===== config.mk =====
export PLATFORM = sky130hd
export DESIGN_NAME = slave_int_ctrl
export DESIGN_NICKNAME = d
export VERILOG_FILES = /design/src/hw/slave_ic_pkg.sv /design/src/hw/pin_sync.sv /design/src/hw/level_pick.sv /design/src/hw/slave_int_ctrl.sv
export SDC_FILE = /design/constraint.sdc
export NUM_CORES = 1
export LEC_CHECK = 0
export BUFFER_PORTS_ARGS = -buffer_cell sky130_fd_sc_hd__buf_4
export CAP_MARGIN = 20
export CORE_UTILIZATION = 60
export CTS_BUF_LIST = sky130_fd_sc_hd__clkbuf_8 sky130_fd_sc_hd__clkbuf_16
export DETAILED_ROUTE_END_ITERATION = 6
export GPL_TIMING_DRIVEN = 0
export PLACE_DENSITY = 0.81
export SYNTH_ARGS = -nofsm -noshare
export SYNTH_HDL_FRONTEND = slang
export SYNTH_SLANG_ARGS = --single-unit

===== constraint.sdc =====
create_clock -name ref_clk -period 9.9 [get_ports ref_clk]
set_clock_uncertainty 0.2 [all_clocks]
set_input_delay 0.99 -clock ref_clk [delete_from_list [all_inputs] [get_ports ref_clk]]
set_output_delay 0.99 -clock ref_clk [all_outputs]
set_load 0.01 [all_outputs]

===== src/hw/slave_ic_pkg.sv =====
// Shared constants and types for the cascaded slave interrupt controller
package slave_ic_pkg;

  ////////////////////////////////////////////////////////////////////////////
  // Sizes
  localparam int NSRC = 6;
  localparam logic [5:0] SRC_VALID = 6'h3D;

  ////////////////////////////////////////////////////////////////////////////
  // Register offsets
  localparam logic [7:0] VECTOR_OFS = 8'h20;
  localparam logic [7:0] LEVEL_CLEAR_OFS = 8'h22;
  localparam logic [7:0] MASK_OFS = 8'h28;
  localparam logic [7:0] THRESHOLD_OFS = 8'h2A;
  localparam logic [7:0] IN_SERVICE_OFS = 8'h2C;
  localparam logic [7:0] REQUEST_OFS = 8'h2E;
  localparam logic [7:0] STATUS_OFS = 8'h30;
  localparam logic [7:0] CTRL_BASE_OFS = 8'h32;
  localparam logic [7:0] CTRL_STEP = 8'h02;
  localparam logic [7:0] MODE_OFS = 8'hFE;

  ////////////////////////////////////////////////////////////////////////////
  // Field positions
  localparam int MODE_SLAVE_BIT = 14;
  localparam int CW_MASK_BIT = 3;
  localparam int VEC_FIELD_LSB = 3;
  localparam int STATUS_HALT_BIT = 15;
  localparam int TIMER0_IDX = 0;
  localparam int TIMER1_IDX = 4;
  localparam int TIMER2_IDX = 5;

  ////////////////////////////////////////////////////////////////////////////
  // Reset values
  localparam logic [2:0] PRIORITY_RST = 3'h7;
  localparam logic [5:0] MASK_RST = 6'h3F;
  localparam logic [2:0] THRESHOLD_RST = 3'h7;
  localparam logic [2:0] NO_SERVICE_LEVEL = 3'h7;

  ////////////////////////////////////////////////////////////////////////////
  // Types
  typedef logic [2:0] level_t;

  typedef struct packed {
    logic special_nesting_bit;
    logic cascade_bit;
    logic trigger_mode_bit;
    level_t priority_field;
  } ctrl_word_t;

  typedef struct packed {
    logic wr;
    logic rd;
    logic [7:0] addr;
    logic [15:0] wdata;
  } reg_req_t;

  typedef enum logic [1:0] {
    ACK_IDLE = 2'b00,
    ACK_TAKE = 2'b01,
    ACK_HOLD = 2'b11
  } ack_state_t;

endpackage


===== src/hw/pin_sync.sv =====
// Three-stage pin synchroniser with agreement filter
`timescale 1ns/100ps
module pin_sync (
  // Clock and reset
  input wire logic ref_clk,
  input wire logic reset_n,
  // Pin and clean level
  input wire logic pin_in,
  output logic level_out
);

  typedef struct packed {
    logic s1;
    logic s2;
    logic s3;
    logic level;
  } sync_state_t;

  sync_state_t s_r;
  sync_state_t s_nxt;

  // Only the second and third stages are compared; the first feeds the second alone
  always_comb begin
    s_nxt = s_r;
    s_nxt.s1 = pin_in;
    s_nxt.s2 = s_r.s1;
    s_nxt.s3 = s_r.s2;
    if (s_r.s2 == s_r.s3) begin
      s_nxt.level = s_r.s3;
    end
  end

  // Synchronous reset to a quiet pin
  always_ff @(posedge ref_clk) begin
    if (!reset_n) begin
      s_r <= '0;
    end else begin
      s_r <= s_nxt;
    end
  end

  assign level_out = s_r.level;

endmodule


===== src/hw/level_pick.sv =====
// Picks the eligible source with the smallest priority level
`timescale 1ns/100ps
module level_pick (
  // Candidates
  input wire logic [5:0] eligible,
  input wire slave_ic_pkg::level_t levels [6],
  // Winner
  output logic win_valid,
  output logic [5:0] win_onehot,
  output slave_ic_pkg::level_t win_level
);

  logic [5:0] beaten;

  // A source wins when no other eligible source is more urgent; ties go to the lower index
  for (genvar i = 0; i < slave_ic_pkg::NSRC; i++) begin : g_src
    always_comb begin
      beaten[i] = 1'b0;
      for (int j = 0; j < slave_ic_pkg::NSRC; j++) begin
        if (eligible[j] && ((levels[j] < levels[i]) || ((levels[j] == levels[i]) && (j < i)))) begin
          beaten[i] = 1'b1;
        end
      end
    end
    assign win_onehot[i] = eligible[i] && !beaten[i];
  end

  // Winner level from the one-hot choice
  always_comb begin
    win_level = slave_ic_pkg::NO_SERVICE_LEVEL;
    for (int k = 0; k < slave_ic_pkg::NSRC; k++) begin
      if (win_onehot[k]) begin
        win_level = levels[k];
      end
    end
  end

  assign win_valid = |eligible;

endmodule


===== src/hw/slave_int_ctrl.sv =====
// Cascaded slave interrupt controller: priority, nesting, vectors, level clear
// Function
// - Each timer has its own mask, in-service bit and control word.
// - First interrupt pin carries the master's output to the processor.
// - Fourth pin drives the slave request out to the master.
// - Outside logic decodes cascade address; second pin is slave select.
// - Vector passes internally on acknowledge; outside logic gives bus ready.
// - Third pin is the acknowledge output toward the master.
// - After acknowledge, lower levels are held off; equal or higher pass.
// - Vector is five programmable upper bits plus three level bits.
// - Write at 20H loads the five-bit upper vector field.
// - Level written at 22H clears the in-service bit of that level.
// - The level clear register is write-only; each write is a command.
// - In-service register read/write; bits 2,3 DMA; bits 0,4,5 timers.
// - In-service bit sets when the processor acknowledges the source.
// - Request bit sets on source request, clears on acknowledge.
// - Mask register and control word mask bits share one storage.
// - Each source control word has 3-bit priority and a mask bit.
// - Level threshold keeps lower-priority levels from service.
// - Status register behaves as in normal mode.
// - Reset clears nesting, trigger, cascade bits; starts in normal mode.
// - Reset sets every priority field to 111.
// - Reset clears service and requests, sets masks and threshold ones.
`timescale 1ns/100ps
module slave_int_ctrl (
  // Clock and reset
  input wire logic ref_clk,
  input wire logic reset_n,
  // Register port
  input wire slave_ic_pkg::reg_req_t reg_req,
  output logic [15:0] reg_rdata,
  // Internal sources, one-cycle pulses
  input wire logic [5:0] src_req,
  // Processor side
  input wire logic cpu_ack,
  input wire logic bus_ready,
  output logic cpu_int_out,
  output logic [7:0] vector_out,
  output logic vector_valid,
  output logic dma_halt,
  // Pins toward master and decode logic
  input wire logic master_int_in,
  input wire logic slave_select_in,
  output logic slave_request_out,
  output logic acknowledge_out_n
);

  typedef struct packed {
    logic slave;
    logic halt;
    logic [4:0] vec_base;
    slave_ic_pkg::level_t threshold;
    logic [5:0] mask;
    logic [5:0] req;
    logic [5:0] is;
    slave_ic_pkg::ctrl_word_t [5:0] ctrl;
    slave_ic_pkg::ack_state_t st;
    logic [7:0] vec;
    logic vec_valid;
    logic [2:0] vec_src;
    logic [15:0] rdata;
  } ic_state_t;

  ic_state_t s_r;
  ic_state_t s_nxt;
  logic master_int_q;
  logic select_q;
  slave_ic_pkg::level_t levels [6];
  slave_ic_pkg::level_t is_min;
  slave_ic_pkg::level_t win_level;
  logic [5:0] eligible;
  logic [5:0] win_onehot;
  logic win_valid;
  logic ack_take;

  ////////////////////////////////////////////////////////////////////////////
  // Pin synchronisers
  pin_sync u_master_sync (
    .ref_clk(ref_clk),
    .reset_n(reset_n),
    .pin_in(master_int_in),
    .level_out(master_int_q)
  );

  pin_sync u_select_sync (
    .ref_clk(ref_clk),
    .reset_n(reset_n),
    .pin_in(slave_select_in),
    .level_out(select_q)
  );

  ////////////////////////////////////////////////////////////////////////////
  // Eligibility: mask, threshold and nesting limit
  always_comb begin
    is_min = slave_ic_pkg::NO_SERVICE_LEVEL;
    for (int i = slave_ic_pkg::NSRC - 1; i >= 0; i--) begin
      levels[i] = s_r.ctrl[i].priority_field;
      if (s_r.is[i] && (levels[i] < is_min)) begin
        is_min = levels[i];
      end
    end
    for (int i = 0; i < slave_ic_pkg::NSRC; i++) begin
      eligible[i] = s_r.req[i] && !s_r.mask[i]
        && (levels[i] <= s_r.threshold)
        && (levels[i] <= is_min);
    end
  end

  // Most urgent eligible source; smallest level wins
  level_pick u_pick (
    .eligible(eligible),
    .levels(levels),
    .win_valid(win_valid),
    .win_onehot(win_onehot),
    .win_level(win_level)
  );

  // Acknowledge only counts when this slave is the one the master addressed
  assign ack_take = (s_r.st == slave_ic_pkg::ACK_TAKE) && select_q && win_valid && s_r.slave;

  ////////////////////////////////////////////////////////////////////////////
  // Next state: register writes first, hardware sets last so sets win
  always_comb begin
    s_nxt = s_r;
    s_nxt.vec_valid = 1'b0;
    // Register writes
    if (reg_req.wr) begin
      case (reg_req.addr)
        slave_ic_pkg::MODE_OFS: begin
          s_nxt.slave = reg_req.wdata[slave_ic_pkg::MODE_SLAVE_BIT];
        end
        slave_ic_pkg::VECTOR_OFS: begin
          s_nxt.vec_base = reg_req.wdata[slave_ic_pkg::VEC_FIELD_LSB +: 5];
        end
        slave_ic_pkg::LEVEL_CLEAR_OFS: begin
          for (int i = 0; i < slave_ic_pkg::NSRC; i++) begin
            if (s_r.ctrl[i].priority_field == reg_req.wdata[2:0]) begin
              s_nxt.is[i] = 1'b0;
            end
          end
        end
        slave_ic_pkg::MASK_OFS: begin
          s_nxt.mask = reg_req.wdata[5:0] & slave_ic_pkg::SRC_VALID;
        end
        slave_ic_pkg::THRESHOLD_OFS: begin
          s_nxt.threshold = reg_req.wdata[2:0];
        end
        slave_ic_pkg::IN_SERVICE_OFS: begin
          s_nxt.is = reg_req.wdata[5:0] & slave_ic_pkg::SRC_VALID;
        end
        slave_ic_pkg::STATUS_OFS: begin
          // Writing a timer request bit raises that timer's request
          s_nxt.halt = reg_req.wdata[slave_ic_pkg::STATUS_HALT_BIT];
          s_nxt.req[slave_ic_pkg::TIMER0_IDX] = s_r.req[slave_ic_pkg::TIMER0_IDX] | reg_req.wdata[0];
          s_nxt.req[slave_ic_pkg::TIMER1_IDX] = s_r.req[slave_ic_pkg::TIMER1_IDX] | reg_req.wdata[1];
          s_nxt.req[slave_ic_pkg::TIMER2_IDX] = s_r.req[slave_ic_pkg::TIMER2_IDX] | reg_req.wdata[2];
        end
        default: begin
          for (int i = 0; i < slave_ic_pkg::NSRC; i++) begin
            if (slave_ic_pkg::SRC_VALID[i]
                && reg_req.addr == slave_ic_pkg::CTRL_BASE_OFS + slave_ic_pkg::CTRL_STEP * 8'(i)) begin
              // Bit 3 is the mask and lives in the shared mask vector, not in the word
              s_nxt.ctrl[i] = {reg_req.wdata[6:4], reg_req.wdata[2:0]};
              s_nxt.mask[i] = reg_req.wdata[slave_ic_pkg::CW_MASK_BIT];
            end
          end
        end
      endcase
    end
    // Acknowledge sequence toward the master
    case (s_r.st)
      slave_ic_pkg::ACK_IDLE: begin
        if (cpu_ack && s_r.slave) begin
          s_nxt.st = slave_ic_pkg::ACK_TAKE;
        end
      end
      slave_ic_pkg::ACK_TAKE: begin
        if (ack_take) begin
          s_nxt.vec = {s_r.vec_base, win_level};
          s_nxt.vec_valid = 1'b1;
          for (int i = 0; i < slave_ic_pkg::NSRC; i++) begin
            if (win_onehot[i]) begin
              s_nxt.vec_src = 3'(i);
            end
          end
        end
        s_nxt.st = slave_ic_pkg::ACK_HOLD;
      end
      slave_ic_pkg::ACK_HOLD: begin
        // Bus ready is supplied from outside; hold acknowledge until it comes
        if (bus_ready) begin
          s_nxt.st = slave_ic_pkg::ACK_IDLE;
        end
      end
      default: begin
        s_nxt.st = slave_ic_pkg::ACK_IDLE;
      end
    endcase
    // Request clear on acknowledge, then new requests and service set on top
    if (ack_take) begin
      s_nxt.req = s_nxt.req & ~win_onehot;
    end
    s_nxt.req = s_nxt.req | (src_req & slave_ic_pkg::SRC_VALID);
    if (ack_take) begin
      s_nxt.is = s_nxt.is | win_onehot;
    end
    // Reads: level clear register has no readback
    s_nxt.rdata = s_r.rdata;
    if (reg_req.rd) begin
      s_nxt.rdata = 16'h0000;
      case (reg_req.addr)
        slave_ic_pkg::MODE_OFS: s_nxt.rdata[slave_ic_pkg::MODE_SLAVE_BIT] = s_r.slave;
        slave_ic_pkg::VECTOR_OFS: s_nxt.rdata[slave_ic_pkg::VEC_FIELD_LSB +: 5] = s_r.vec_base;
        slave_ic_pkg::LEVEL_CLEAR_OFS: s_nxt.rdata = 16'h0000;
        slave_ic_pkg::MASK_OFS: s_nxt.rdata[5:0] = s_r.mask;
        slave_ic_pkg::THRESHOLD_OFS: s_nxt.rdata[2:0] = s_r.threshold;
        slave_ic_pkg::IN_SERVICE_OFS: s_nxt.rdata[5:0] = s_r.is;
        slave_ic_pkg::REQUEST_OFS: s_nxt.rdata[5:0] = s_r.req;
        slave_ic_pkg::STATUS_OFS: begin
          s_nxt.rdata[slave_ic_pkg::STATUS_HALT_BIT] = s_r.halt;
          s_nxt.rdata[2:0] = {s_r.req[slave_ic_pkg::TIMER2_IDX], s_r.req[slave_ic_pkg::TIMER1_IDX],
                              s_r.req[slave_ic_pkg::TIMER0_IDX]};
        end
        default: begin
          for (int i = 0; i < slave_ic_pkg::NSRC; i++) begin
            if (slave_ic_pkg::SRC_VALID[i]
                && reg_req.addr == slave_ic_pkg::CTRL_BASE_OFS + slave_ic_pkg::CTRL_STEP * 8'(i)) begin
              s_nxt.rdata[6:4] = s_r.ctrl[i][5:3];
              s_nxt.rdata[2:0] = s_r.ctrl[i][2:0];
              s_nxt.rdata[slave_ic_pkg::CW_MASK_BIT] = s_r.mask[i];
            end
          end
        end
      endcase
    end
  end

  ////////////////////////////////////////////////////////////////////////////
  // State register with synchronous reset
  always_ff @(posedge ref_clk) begin
    if (!reset_n) begin
      s_r <= '0;
      for (int i = 0; i < slave_ic_pkg::NSRC; i++) begin
        s_r.ctrl[i].priority_field <= slave_ic_pkg::PRIORITY_RST;
      end
      // The unused source slot stays clear so its mask bit reads as zero
      s_r.mask <= slave_ic_pkg::MASK_RST & slave_ic_pkg::SRC_VALID;
      s_r.threshold <= slave_ic_pkg::THRESHOLD_RST;
    end else begin
      s_r <= s_nxt;
    end
  end

  ////////////////////////////////////////////////////////////////////////////
  // Outputs; normal mode keeps the cascade pins quiet
  assign cpu_int_out = s_r.slave && master_int_q;
  assign slave_request_out = s_r.slave && win_valid;
  assign acknowledge_out_n = (s_r.st == slave_ic_pkg::ACK_IDLE);
  assign vector_out = s_r.vec;
  assign vector_valid = s_r.vec_valid;
  assign dma_halt = s_r.halt;
  assign reg_rdata = s_r.rdata;

  ////////////////////////////////////////////////////////////////////////////
  // Checks
  ack_drive_a: assert property (@(posedge ref_clk) disable iff (!reset_n)
    cpu_ack && s_r.slave && s_r.st == slave_ic_pkg::ACK_IDLE |=> !acknowledge_out_n [*2])
    else $error("acknowledge not driven after cpu acknowledge");
  req_out_a: assert property (@(posedge ref_clk) disable iff (!reset_n)
    s_r.slave && eligible != 6'h00 |-> slave_request_out)
    else $error("slave request missing with eligible source");
  int_pass_a: assert property (@(posedge ref_clk) disable iff (!reset_n)
    s_r.slave && $stable(master_int_q) |-> cpu_int_out == master_int_q)
    else $error("master interrupt not passed to processor");
  vec_form_a: assert property (@(posedge ref_clk) disable iff (!reset_n)
    vector_valid |-> vector_out[7:3] == $past(s_r.vec_base)
      && vector_out[2:0] == s_r.ctrl[s_r.vec_src].priority_field)
    else $error("vector does not match base and level");
  is_set_a: assert property (@(posedge ref_clk) disable iff (!reset_n)
    vector_valid |-> s_r.is[s_r.vec_src])
    else $error("in-service bit not set on acknowledge");
  nest_a: assert property (@(posedge ref_clk) disable iff (!reset_n)
    win_valid |-> win_level <= is_min && win_level <= s_r.threshold)
    else $error("winner below nesting or threshold limit");
  eoi_clear_a: assert property (@(posedge ref_clk) disable iff (!reset_n)
    reg_req.wr && reg_req.addr == slave_ic_pkg::LEVEL_CLEAR_OFS && !ack_take
      && !(reg_req.addr == slave_ic_pkg::IN_SERVICE_OFS)
      |=> (s_r.is & ~($past(s_r.is) & ~($past(s_r.is)))) == s_r.is
      && ((s_r.is & {s_r.ctrl[5].priority_field == $past(reg_req.wdata[2:0]),
                     s_r.ctrl[4].priority_field == $past(reg_req.wdata[2:0]),
                     s_r.ctrl[3].priority_field == $past(reg_req.wdata[2:0]),
                     s_r.ctrl[2].priority_field == $past(reg_req.wdata[2:0]), 1'b0,
                     s_r.ctrl[0].priority_field == $past(reg_req.wdata[2:0])}) == 6'h00))
    else $error("level clear left an in-service bit set");
  reset_val_a: assert property (@(posedge ref_clk)
    !reset_n |=> s_r.mask == (slave_ic_pkg::MASK_RST & slave_ic_pkg::SRC_VALID) && s_r.is == 6'h00 && s_r.req == 6'h00
      && s_r.threshold == slave_ic_pkg::THRESHOLD_RST && !s_r.slave
      && s_r.ctrl[3].priority_field == slave_ic_pkg::PRIORITY_RST)
    else $error("reset values wrong");

endmodule


==> impl_metrics.tcl, run 1 <==
set metrics [dict create \
    synthFlopType "dfxtp_1" \
    maxClockFrequency_mhz 133.7 \
    whs_path_depth 1 \
    cts_buffers 9 \
    power.share.clock 0.393 \
    worst_setup_path_start_kind "flop" \
    grt_max_degree 15 \
    final_util 0.6898 \
    rows 38 \
    cts_max_path_buffers 2 \
    synth-seq-area-share 0.2557 \
    io-pin-count 67 \
    p_int_uw 509.8 \
    diodes 0 \
    reg2reg_depth 21 \
    clock-sinks 86 \
    ant_nets 0 \
    cts_tree "done" \
    end_kind "output pin" \
    grt.total_usage 0.4171 \
    r2r_slack_ns 2.98 \
    seqPwrFrac 0.523 \
    p_switching_uw 167.4 \
    switching_share 0.2472 \
    worstSkewPairLatency_ns 0.37 \
    async_flop_share 0 \
    antenna_found_initial 0 \
    dieHeight_microns 107.9 \
    rsz0062_at_grt "false" \
    ys_ff_latch 86 \
    slew_headroom 0.3023 \
    core_sq_mm 0.01089 \
    p_per_area_mw_per_mm2 90.16 \
    hold_buffers 0 \
    arrival_ns 6.29 \
    cts.repair.resized 0 \
    drt_iter0_drc 781 \
    cap_violations 0 \
    cts_root_buffer "clkbuf_8" \
    synth_area_sq_mm 0.006733 \
    setup_violations 0 \
    yosysUniqueCellTypes 85 \
    final_cell_mix "dfxtp_1 (86), nand3_1 (82), nand2_1 (79), buf_4 (74), a21oi_1 (58)" \
    fp.dieArea_sq_mm 0.01165 \
    finalNetCount 1024 \
    htreeDepth 3 \
    via_count 7429 \
    fin_tns_setup_ns 0 \
    critPathMaxFanout 10 \
    dr.pass1.iters 6 \
    ir_drop_v 0.0001115 \
    portBuffers 48 \
    layout-drive-gt1-share 0.1403 \
    drc 0 \
    yosysWarnings 0 \
    synth-edff-count 0 \
    start_util 0.6184 \
    status "completed" \
    final_area_sq_mm 0.007511 \
    synth_cells 871 \
    slew_violations 0 \
    grt_pass1_wl_microns 37030 \
    hold_violations 0 \
    syn_to_final_growth_pct 11.56 \
    placedInstanceArea_sq_mm 0.007292 \
    dp_hpwl_microns 18010 \
    fin_crit_sh 0.7553 \
    grt_pass1_vias 7050 \
    p_comb_frac 0.084 \
    mostFrequentLayoutCell "dfxtp_1" \
    timing.final.crit_period_ns 7.477 \
    overflow 0 \
    place.gp.congestion 0.9789 \
    min_path_type "reg2reg" \
    leakage_uw 0.002965 \
    path_class "reg2out" \
    avgSynthCellArea_sq_um 7.730 \
    wl_per_cell_microns 22.22 \
    postCtsSetupBuffers 0 \
    via_per_inst 6.872 \
    holdWs_ns 0.2398 \
    clk_pin_slew_ns 0.09 \
    die-width_microns 107.9 \
    crit_required_ns 8.71 \
    worst_slew_pin_slew_ns 1.039 \
    finalWirelength_microns 24020 \
]
synth_stat cells, types with 6 or more instances:
library cell | instances | area (sq um)
xnor2_1 | 15 | 131.4
a222oi_1 | 7 | 70.07
nand3_1 | 82 | 410.4
buf_4 | 26 | 195.2
a21o_1 | 13 | 97.59
nand2_1 | 79 | 296.5
o21ai_0 | 50 | 250.2
a31oi_1 | 20 | 125.1
buf_2 | 10 | 50.05
a21oi_1 | 58 | 290.3
nor3_1 | 19 | 95.09
ha_1 | 50 | 625.6
nor2_1 | 49 | 183.9
o211ai_1 | 11 | 82.58
and2_1 | 11 | 68.82
dfxtp_1 | 86 | 1722
nor2b_1 | 16 | 100.1
clkbuf_1 | 32 | 120.1
nand2b_1 | 23 | 143.9
nand4_1 | 12 | 75.07
a22oi_1 | 7 | 52.55
and3_1 | 8 | 50.05
inv_1 | 33 | 123.9
o22ai_1 | 6 | 37.54
a211oi_1 | 10 | 75.07
a221oi_1 | 6 | 52.55
mux2i_1 | 10 | 100.1
worst paths after layout:
check                               startpoint                                end
min reg2reg  u_master_sync.s_nxt[2]$_SDFF_PN0_  u_master_sync.s_nxt[1]$_SDFF_PN0_
max                     levels[1]$_SDFFE_PN1P_                  slave_request_out
max reg2reg             levels[1]$_SDFFE_PN1P_         vector_out[1]$_SDFFE_PN0P_
min          u_master_sync.s_nxt[2]$_SDFF_PN0_  u_master_sync.s_nxt[1]$_SDFF_PN0_
layer usage:
| metal | part of all wire | GRT usage | vias to the layer above |
|---|---|---|---|
| met2 | 0.46 | 0.6951 | 527 |
| li1 | - | - | 3347 |
| met1 | 0.38 | 0.5095 | 3433 |
| met4 | 0.066 | 0.2642 | 0 |
| met3 | 0.095 | 0.05244 | 122 |
| met5 | 0 | 0 | - |
per-stage QoR:
| stage | total power, uW | worst slack [ns] | cells |
|---|---|---|---|
| 3_5_place_dp | 416.6 | 3.023 | 1065 |
| 5_1_grt | 690.1 | 2.228 | 1081 |
| 6_report | 677.2 | 2.423 | 1081 |
| 3_3_place_gp | 415.1 | 3.160 | 1064 |
| 2_1_floorplan | 392.2 | 4.404 | 876 |
| 4_1_cts | 672.2 | 2.607 | 1081 |
state kept, by name (all words and copies together) (netlist names), 2 cells and up:
name                 cells
s_r                     43
levels                  15
reg_rdata               10
vector_out               8
u_master_sync.s_nxt      2
u_select_sync.s_nxt      2
cells by family (layout without fill, tap and decap cells):
group / after synthesis / after routing / share of synthesized area
adder cells (fa/ha/maj): 56 / 56 / 0.1020
flip-flops: 86 / 86 / 0.2557
multiplexers: 10 / 10 / 0.01487
AO/OA/AOI/OAI: 264 / 264 / 0.2773
other: 1 / 6 / 0.0005570
AND/OR/NAND/NOR: 331 / 331 / 0.2513
buffers and inverters: 108 / 173 / 0.07880
XOR/XNOR: 15 / 15 / 0.01951
power by group through the flow:
stage	logic (uW)	registers, uW	clock network [uW]
after floorplan	32.2	360	0
after global placement	53.5	362	0
after detailed placement	54.7	362	0
after CTS	55.1	354	263
after global routing	60.5	354	275
final	56.8	354	266
critical path, stage by stage, from the launching register on:
cell and delay (ns):
dfxtp_1 0.69, buf_2 0.45, and3b_1 0.23, o32ai_1 0.29, nor2_1 0.07, a21oi_1 0.16
o2bb2a_1 0.25, a221o_1 0.33, a21oi_1 0.32, inv_1 0.07, a21oi_1 0.61, ha_1 0.37
nor3_1 0.31, a2111o_1 0.20, a211oi_1 0.09, or4_4 0.59, nand3b_1 0.22, nor4_1 0.41
nor2b_1 0.09, buf_4 0.16
area by class of cell:
| type | count | area, sq um |
|---|---|---|
| plain buffers | 74 | 402.9 |
| clock buffers | 12 | 165.2 |
| clock inverters | 4 | 53.80 |
| fillers | 903 | 3377 |
| inverters | 34 | 127.6 |
| multi-input cells | 682 | 4499 |
| flip-flops and latches | 86 | 1722 |
| well taps | 140 | 175.2 |
| repair buffers | 49 | 365.4 |
Note: power is estimated with default switching activity, not from simulation.
==> run 2: changes to the inputs <==
==> constraint.sdc (replaced) <==
create_clock -name ref_clk -period 7.4 [get_ports ref_clk]
set_clock_uncertainty 0.2 [all_clocks]
set_input_delay 0.74 -clock ref_clk [delete_from_list [all_inputs] [get_ports ref_clk]]
set_output_delay 0.74 -clock ref_clk [all_outputs]
set_load 0.01 [all_outputs]
==> run 2 against run 1 <==
The run now ends with DRC left. Global-route usage unchanged. Combinational power grew 34%. Register-to-register slack got worse by 2.3 ns. Core utilization about the same. Critical path type unchanged. Largest cell class unchanged.
==> impl_metrics.tcl, run 2 (same netlist as run 1, synthesis figures left out) <==
set metrics [dict create \
    fin_crit_sh 0.9456 \
    place.gp.congestion 0.9789 \
    n_fill_cell 904 \
    start_util 0.6184 \
    diodes 0 \
    dp_hpwl_microns 18010 \
    postCtsSetupBuffers 0 \
    reg2reg_depth 21 \
    clk_pin_slew_ns 0.09 \
    cpMaxStageDelayCell "dfxtp_1" \
    hold_buffers 0 \
    r2r-end "vector_out[1]$_SDFFE_PN0P_" \
    cp_common_cell "a21oi_1" \
    end_kind "output pin" \
    fin_tns_setup_ns 0 \
    io-pin-count 67 \
    layout_setup_ws_ns 0.4022 \
    finalNetCount 1024 \
    mostFrequentLayoutCell "dfxtp_1" \
    grt.total_usage 0.4171 \
    setup_violations 0 \
    hold_violations 0 \
    status "complete, but fails checks" \
    worst_slew_pin_slew_ns 1.059 \
    whs_path_depth 1 \
    ant_nets 0 \
    arrival_ns 6.06 \
    wl_per_cell_microns 22.34 \
    path_class "reg2out" \
    dieHeight_microns 107.9 \
    slew_violations 0 \
    p_total_uw 906.4 \
    via_count 7458 \
    path_delay_family "compound AO/OA/AOI/OAI gates" \
    cts.repair.resized 0 \
    max_stage_delay_ns 0.68 \
    hold_end "u_master_sync.s_nxt[1]$_SDFF_PN0_" \
    p_per_area_mw_per_mm2 120.6 \
    cts_tree "done" \
    htreeDepth 3 \
    overflow 0 \
    maxClockFrequency_mhz 142.9 \
    min_path_type "reg2reg" \
    fp.dieArea_sq_mm 0.01165 \
    crit_required_ns 6.46 \
    syn_to_final_growth_pct 11.61 \
    cts_buffers 9 \
    crit_buf_inv 3 \
    layout-drive-gt1-share 0.1413 \
    final_cell_mix "dfxtp_1 (86), nand3_1 (82), nand2_1 (79), buf_4 (74), a21oi_1 (57)" \
    grt_max_degree 15 \
    cap_violations 0 \
    cts_max_path_buffers 2 \
    r2r_slack_ns 0.68 \
    drc 5 \
    hold_start "u_master_sync.s_nxt[2]$_SDFF_PN0_" \
    rsz0062_at_grt "false" \
    drt_iter0_drc 865 \
    ir_drop_v 0.0001502 \
    finalWirelength_microns 24150 \
    die-width_microns 107.9 \
    core_sq_mm 0.01089 \
    violations "DRC" \
    rows 38 \
    place_ws_ns 0.7734 \
    path_cells "buf_2 > and3b_1 > o32ai_1 > nor2_1 > a21oi_1 > o2bb2a_1 > a221o_1 > a21oi_1 > inv_1 > a21oi_2 > ha_1 > nor3_1 > a2111o_1 > a211oi_1 > or4_4 > nand3b_1 > nor4_1 > nor2b_1 > buf_4" \
    worstSkewPairLatency_ns 0.37 \
    timing.final.crit_period_ns 6.998 \
    dr.pass1.iters 7 \
    slew_headroom 0.2883 \
    r2r-start "levels[1]$_SDFFE_PN1P_" \
    grt_pass1_wl_microns 37030 \
    largest_reg_flops 43 \
    cts_root_buffer "clkbuf_8" \
    portBuffers 48 \
    clock-sinks 86 \
    grt_pass1_vias 7050 \
    leakage_uw 0.002966 \
    via_per_inst 6.899 \
    worst_setup_path_start_kind "flop" \
    antenna_found_initial 0 \
    regMostFlops "s_r" \
    critPathMaxFanout 10 \
]
==> run 2: cell counts in the layout (fill, tap and decap cells not counted) <==
Identical to the previous run, type by type.
==> run 2: worst max-delay path by stage <==
stage / from / to / slack [ns] / depth (start not counted)
after floorplan: levels[5]$_SDFFE_PN1P_ / slave_request_out / 2.15 / 18
after global placement: levels[4]$_SDFFE_PN1P_ / vector_out[1]$_SDFFE_PN0P_ / 0.86 / 20
after detailed placement: levels[1]$_SDFFE_PN1P_ / slave_request_out / 0.77 / 18
after CTS: levels[1]$_SDFFE_PN1P_ / slave_request_out / 0.36 / 18
after global routing: levels[1]$_SDFFE_PN1P_ / slave_request_out / 0.21 / 19
final: levels[1]$_SDFFE_PN1P_ / slave_request_out / 0.40 / 19
==> run 2: layer usage <==
metal	share of wire	wire length, microns	vias to the layer above	global-route usage
li1	-	-	3342	-
met1	0.37	8958	3420	0.5095
met2	0.46	11080	568	0.6951
met3	0.11	2573	128	0.05244
met4	0.064	1540	0	0.2642
met5	0	0	-	0
==> run 2: power by group <==
group	switching [uW]	internal, uW	leakage (uW)
clock	172	184	0.000105
sequential	5.68	468	0.000698
combinational	46.4	29.8	0.00216
total	224	682	0.00297
==> run 2: worst reg2reg max path, delay by kind of cell (launching register included) <==
kind | cells | cell delay [ns]
flip-flops | 1 | 0.68
AO/OA/AOI/OAI | 11 | 3.27
AND/OR/NAND/NOR | 6 | 1.31
adder cells (fa/ha/maj) | 2 | 0.62
buffers and inverters | 2 | 0.55
==> run 2: layout make-up <==
type                       count  area (sq um)  share of cell area
multi-input combinational    682          4503              0.5992
buffer                        74         402.9             0.05361
timing repair buffer          49         365.4             0.04862
sequential                    86          1722              0.2291
inverter                      34         127.6             0.01698
clock buffer                  12         165.2             0.02198
clock inverter                 4         53.80            0.007160
tap                          140         175.2             0.02331
==> run 2: through the flow <==
step	hold slack, ns	cells	area [sq um]	utilization
finish	0.2402	1081	7515	0.6902
global route	0.2691	1081	7515	0.6902
CTS	0.2423	1081	7511	0.6898
detailed placement	0.2225	1065	7292	0.6697
global placement	0.2152	1064	7287	0.6693
floorplan	0.2119	876	6751	-
==> run 3: changes to the inputs <==
--- a/config.mk
+++ b/config.mk
@@ -10,7 +10,6 @@
 export CORE_UTILIZATION = 60
 export CTS_BUF_LIST = sky130_fd_sc_hd__clkbuf_8 sky130_fd_sc_hd__clkbuf_16
 export DETAILED_ROUTE_END_ITERATION = 6
-export GPL_TIMING_DRIVEN = 0
 export PLACE_DENSITY = 0.81
 export SYNTH_ARGS = -nofsm -noshare
 export SYNTH_HDL_FRONTEND = slang
==> constraint.sdc (replaced) <==
create_clock -name ref_clk -period 7.5 [get_ports ref_clk]
set_clock_uncertainty 0.2 [all_clocks]
set_input_delay 0.75 -clock ref_clk [delete_from_list [all_inputs] [get_ports ref_clk]]
set_output_delay 0.75 -clock ref_clk [all_outputs]
set_load 0.01 [all_outputs]
==> run 3 against run 2 <==
The flow now finishes without violations. Non-clock buffer count fell by 55. Cell count fell by 5.1%. Wire length fell by 9.6%. Final area fell by 3.4%. Total power fell by 2.8%. Core utilization fell by 2.3 points. Die area did not move. Clock power fell by 2%. Largest cell class unchanged. Highest routed layer unchanged.
==> impl_metrics.tcl, run 3 (same netlist as run 1, synthesis figures left out) <==
set metrics [dict create \
    final_cell_mix "dfxtp_1 (86), nand3_1 (82), nand2_1 (79), buf_4 (68), a21oi_1 (58)" \
    cts.repair.resized 0 \
    layout_setup_ws_ns 0.7187 \
    cts_root_buffer "clkbuf_8" \
    grt_max_degree 47 \
    cts_buffers 9 \
    grt_pass1_vias 6613 \
    diodes 0 \
    syn_to_final_growth_pct 7.824 \
    dp_hpwl_microns 16020 \
    hold_violations 0 \
    placedInstanceArea_sq_mm 0.007041 \
    path_cells "nand2b_1 > a2111oi_2 > nor2_1 > a21o_1 > a221o_1 > a21oi_1 > inv_1 > a21oi_1 > ha_1 > nor3_1 > a2111o_1 > a211oi_1 > or4_4 > nand3b_1 > nor4_1 > nor2b_1 > buf_4" \
    status "completed" \
    maxClockFrequency_mhz 147.5 \
    register_area_sq_mm 0.001722 \
    start_util 0.6184 \
    largest_reg_flops 43 \
    finalWirelength_microns 21830 \
    worst_setup_path_start_kind "flop" \
    via_per_inst 6.849 \
    path_delay_family "compound AO/OA/AOI/OAI gates" \
    drc 0 \
    path_class "reg2out" \
    place_ws_ns 1.162 \
    drt_iter0_drc 685 \
    via_count 7027 \
    dieHeight_microns 107.9 \
    min_path_type "reg2reg" \
    arrival_ns 5.83 \
    htreeDepth 3 \
    clk_pin_slew_ns 0.08 \
    holdWs_ns 0.2439 \
    worst_slew_pin_slew_ns 0.9535 \
    multiInputGateArea_sq_mm 0.004506 \
    layout-drive-gt1-share 0.1287 \
    max_stage_delay_ns 0.58 \
    whs_path_depth 1 \
    fin_tns_setup_ns 0 \
    cpMaxStageDelayCell "or4_4" \
    regMostFlops "s_r" \
    fin_crit_sh 0.9042 \
    fp.dieArea_sq_mm 0.01165 \
    hold_buffers 0 \
    critPathMaxFanout 14 \
    postCtsSetupBuffers 0 \
    rsz0062_at_grt "false" \
    clock-sinks 86 \
    n_fill_cell 924 \
    leakage_uw 0.002833 \
    grt.total_usage 0.3812 \
    dr.pass1.iters 7 \
    slew_violations 0 \
    reg2reg_depth 19 \
    cts_max_path_buffers 2 \
    cp_common_cell "a21oi_1" \
    cap_violations 0 \
    crit_cells 17 \
    io-pin-count 67 \
    slew_headroom 0.3594 \
    grt_pass1_wl_microns 34130 \
    wl_per_cell_microns 21.28 \
    p_per_area_mw_per_mm2 121.4 \
    worstSkewPairLatency_ns 0.37 \
    overflow 0 \
    die-width_microns 107.9 \
    final_area_sq_mm 0.007259 \
    portBuffers 53 \
    crit_buf_inv 2 \
    antenna_found_initial 0 \
    place.gp.congestion 1.033 \
    mostFrequentLayoutCell "dfxtp_1" \
    core_sq_mm 0.01089 \
    cts_tree "done" \
    crit_required_ns 6.55 \
    finalNetCount 969 \
    ant_nets 0 \
    timing.final.crit_period_ns 6.781 \
    rows 38 \
    ir_drop_v 0.0001443 \
    setup_violations 0 \
    end_kind "output pin" \
]
[run 3: changes by cell type in the layout (fill, tap and decap cells not counted), sizes merged]
cell / delta
buf: -23
clkbuf: -32
[run 3: stage by stage]
stage | util | cells | power [uW]
after detailed placement | 0.6466 | 1010 | 542.0
after global routing | 0.6667 | 1026 | 905.0
after floorplan | - | 876 | 517.6
after CTS | 0.6667 | 1026 | 881.7
final | 0.6667 | 1026 | 881.3
after global placement | 0.6466 | 1010 | 539.9
[run 3: path summary, 6_finish.rpt]
path | startpoint | endpoint | slack (ns)
worst min-delay path | u_master_sync.s_nxt[2]$_SDFF_PN0_ | u_master_sync.s_nxt[1]$_SDFF_PN0_ | 0.24
worst max-delay path | levels[1]$_SDFFE_PN1P_ | slave_request_out | 0.72
worst min register to register | u_master_sync.s_nxt[2]$_SDFF_PN0_ | u_master_sync.s_nxt[1]$_SDFF_PN0_ | 0.24
worst max register to register | levels[1]$_SDFFE_PN1P_ | vector_out[1]$_SDFFE_PN0P_ | 1.12
[run 3: cell type report]
cell class	instances	share of cell area
Clock buffer	12	0.02275
Clock inverter	4	0.007411
Inverter	34	0.01758
Multi-Input combinational cell	682	0.6206
Sequential cell	86	0.2372
Tap cell	140	0.02413
Timing Repair Buffer	68	0.07032
[run 3: power breakdown]
part / switching (uW) / internal [uW] / total, uW
Combinational: 41.0 / 25.2 / 66.2
Clock: 167 / 182 / 348
Sequential: 4.92 / 462 / 467
[run 3: worst reg2reg max path: cells and delay by family (launching register included)]
family | cells | cell delay [ns]
compound gates | 10 | 3.25
fa+ha+maj | 2 | 0.64
buf+inv | 1 | 0.09
flops | 1 | 0.54
simple gates | 6 | 1.57
[run 3: layer usage]
| layer | routed length [microns] | track usage | vias up |
|---|---|---|---|
| li1 | - | - | 3228 |
| met1 | 8534 | 0.4692 | 3297 |
| met2 | 10340 | 0.6387 | 413 |
| met3 | 1881 | 0.04822 | 89 |
| met4 | 1077 | 0.2241 | 0 |
| met5 | 0 | 0 | - |
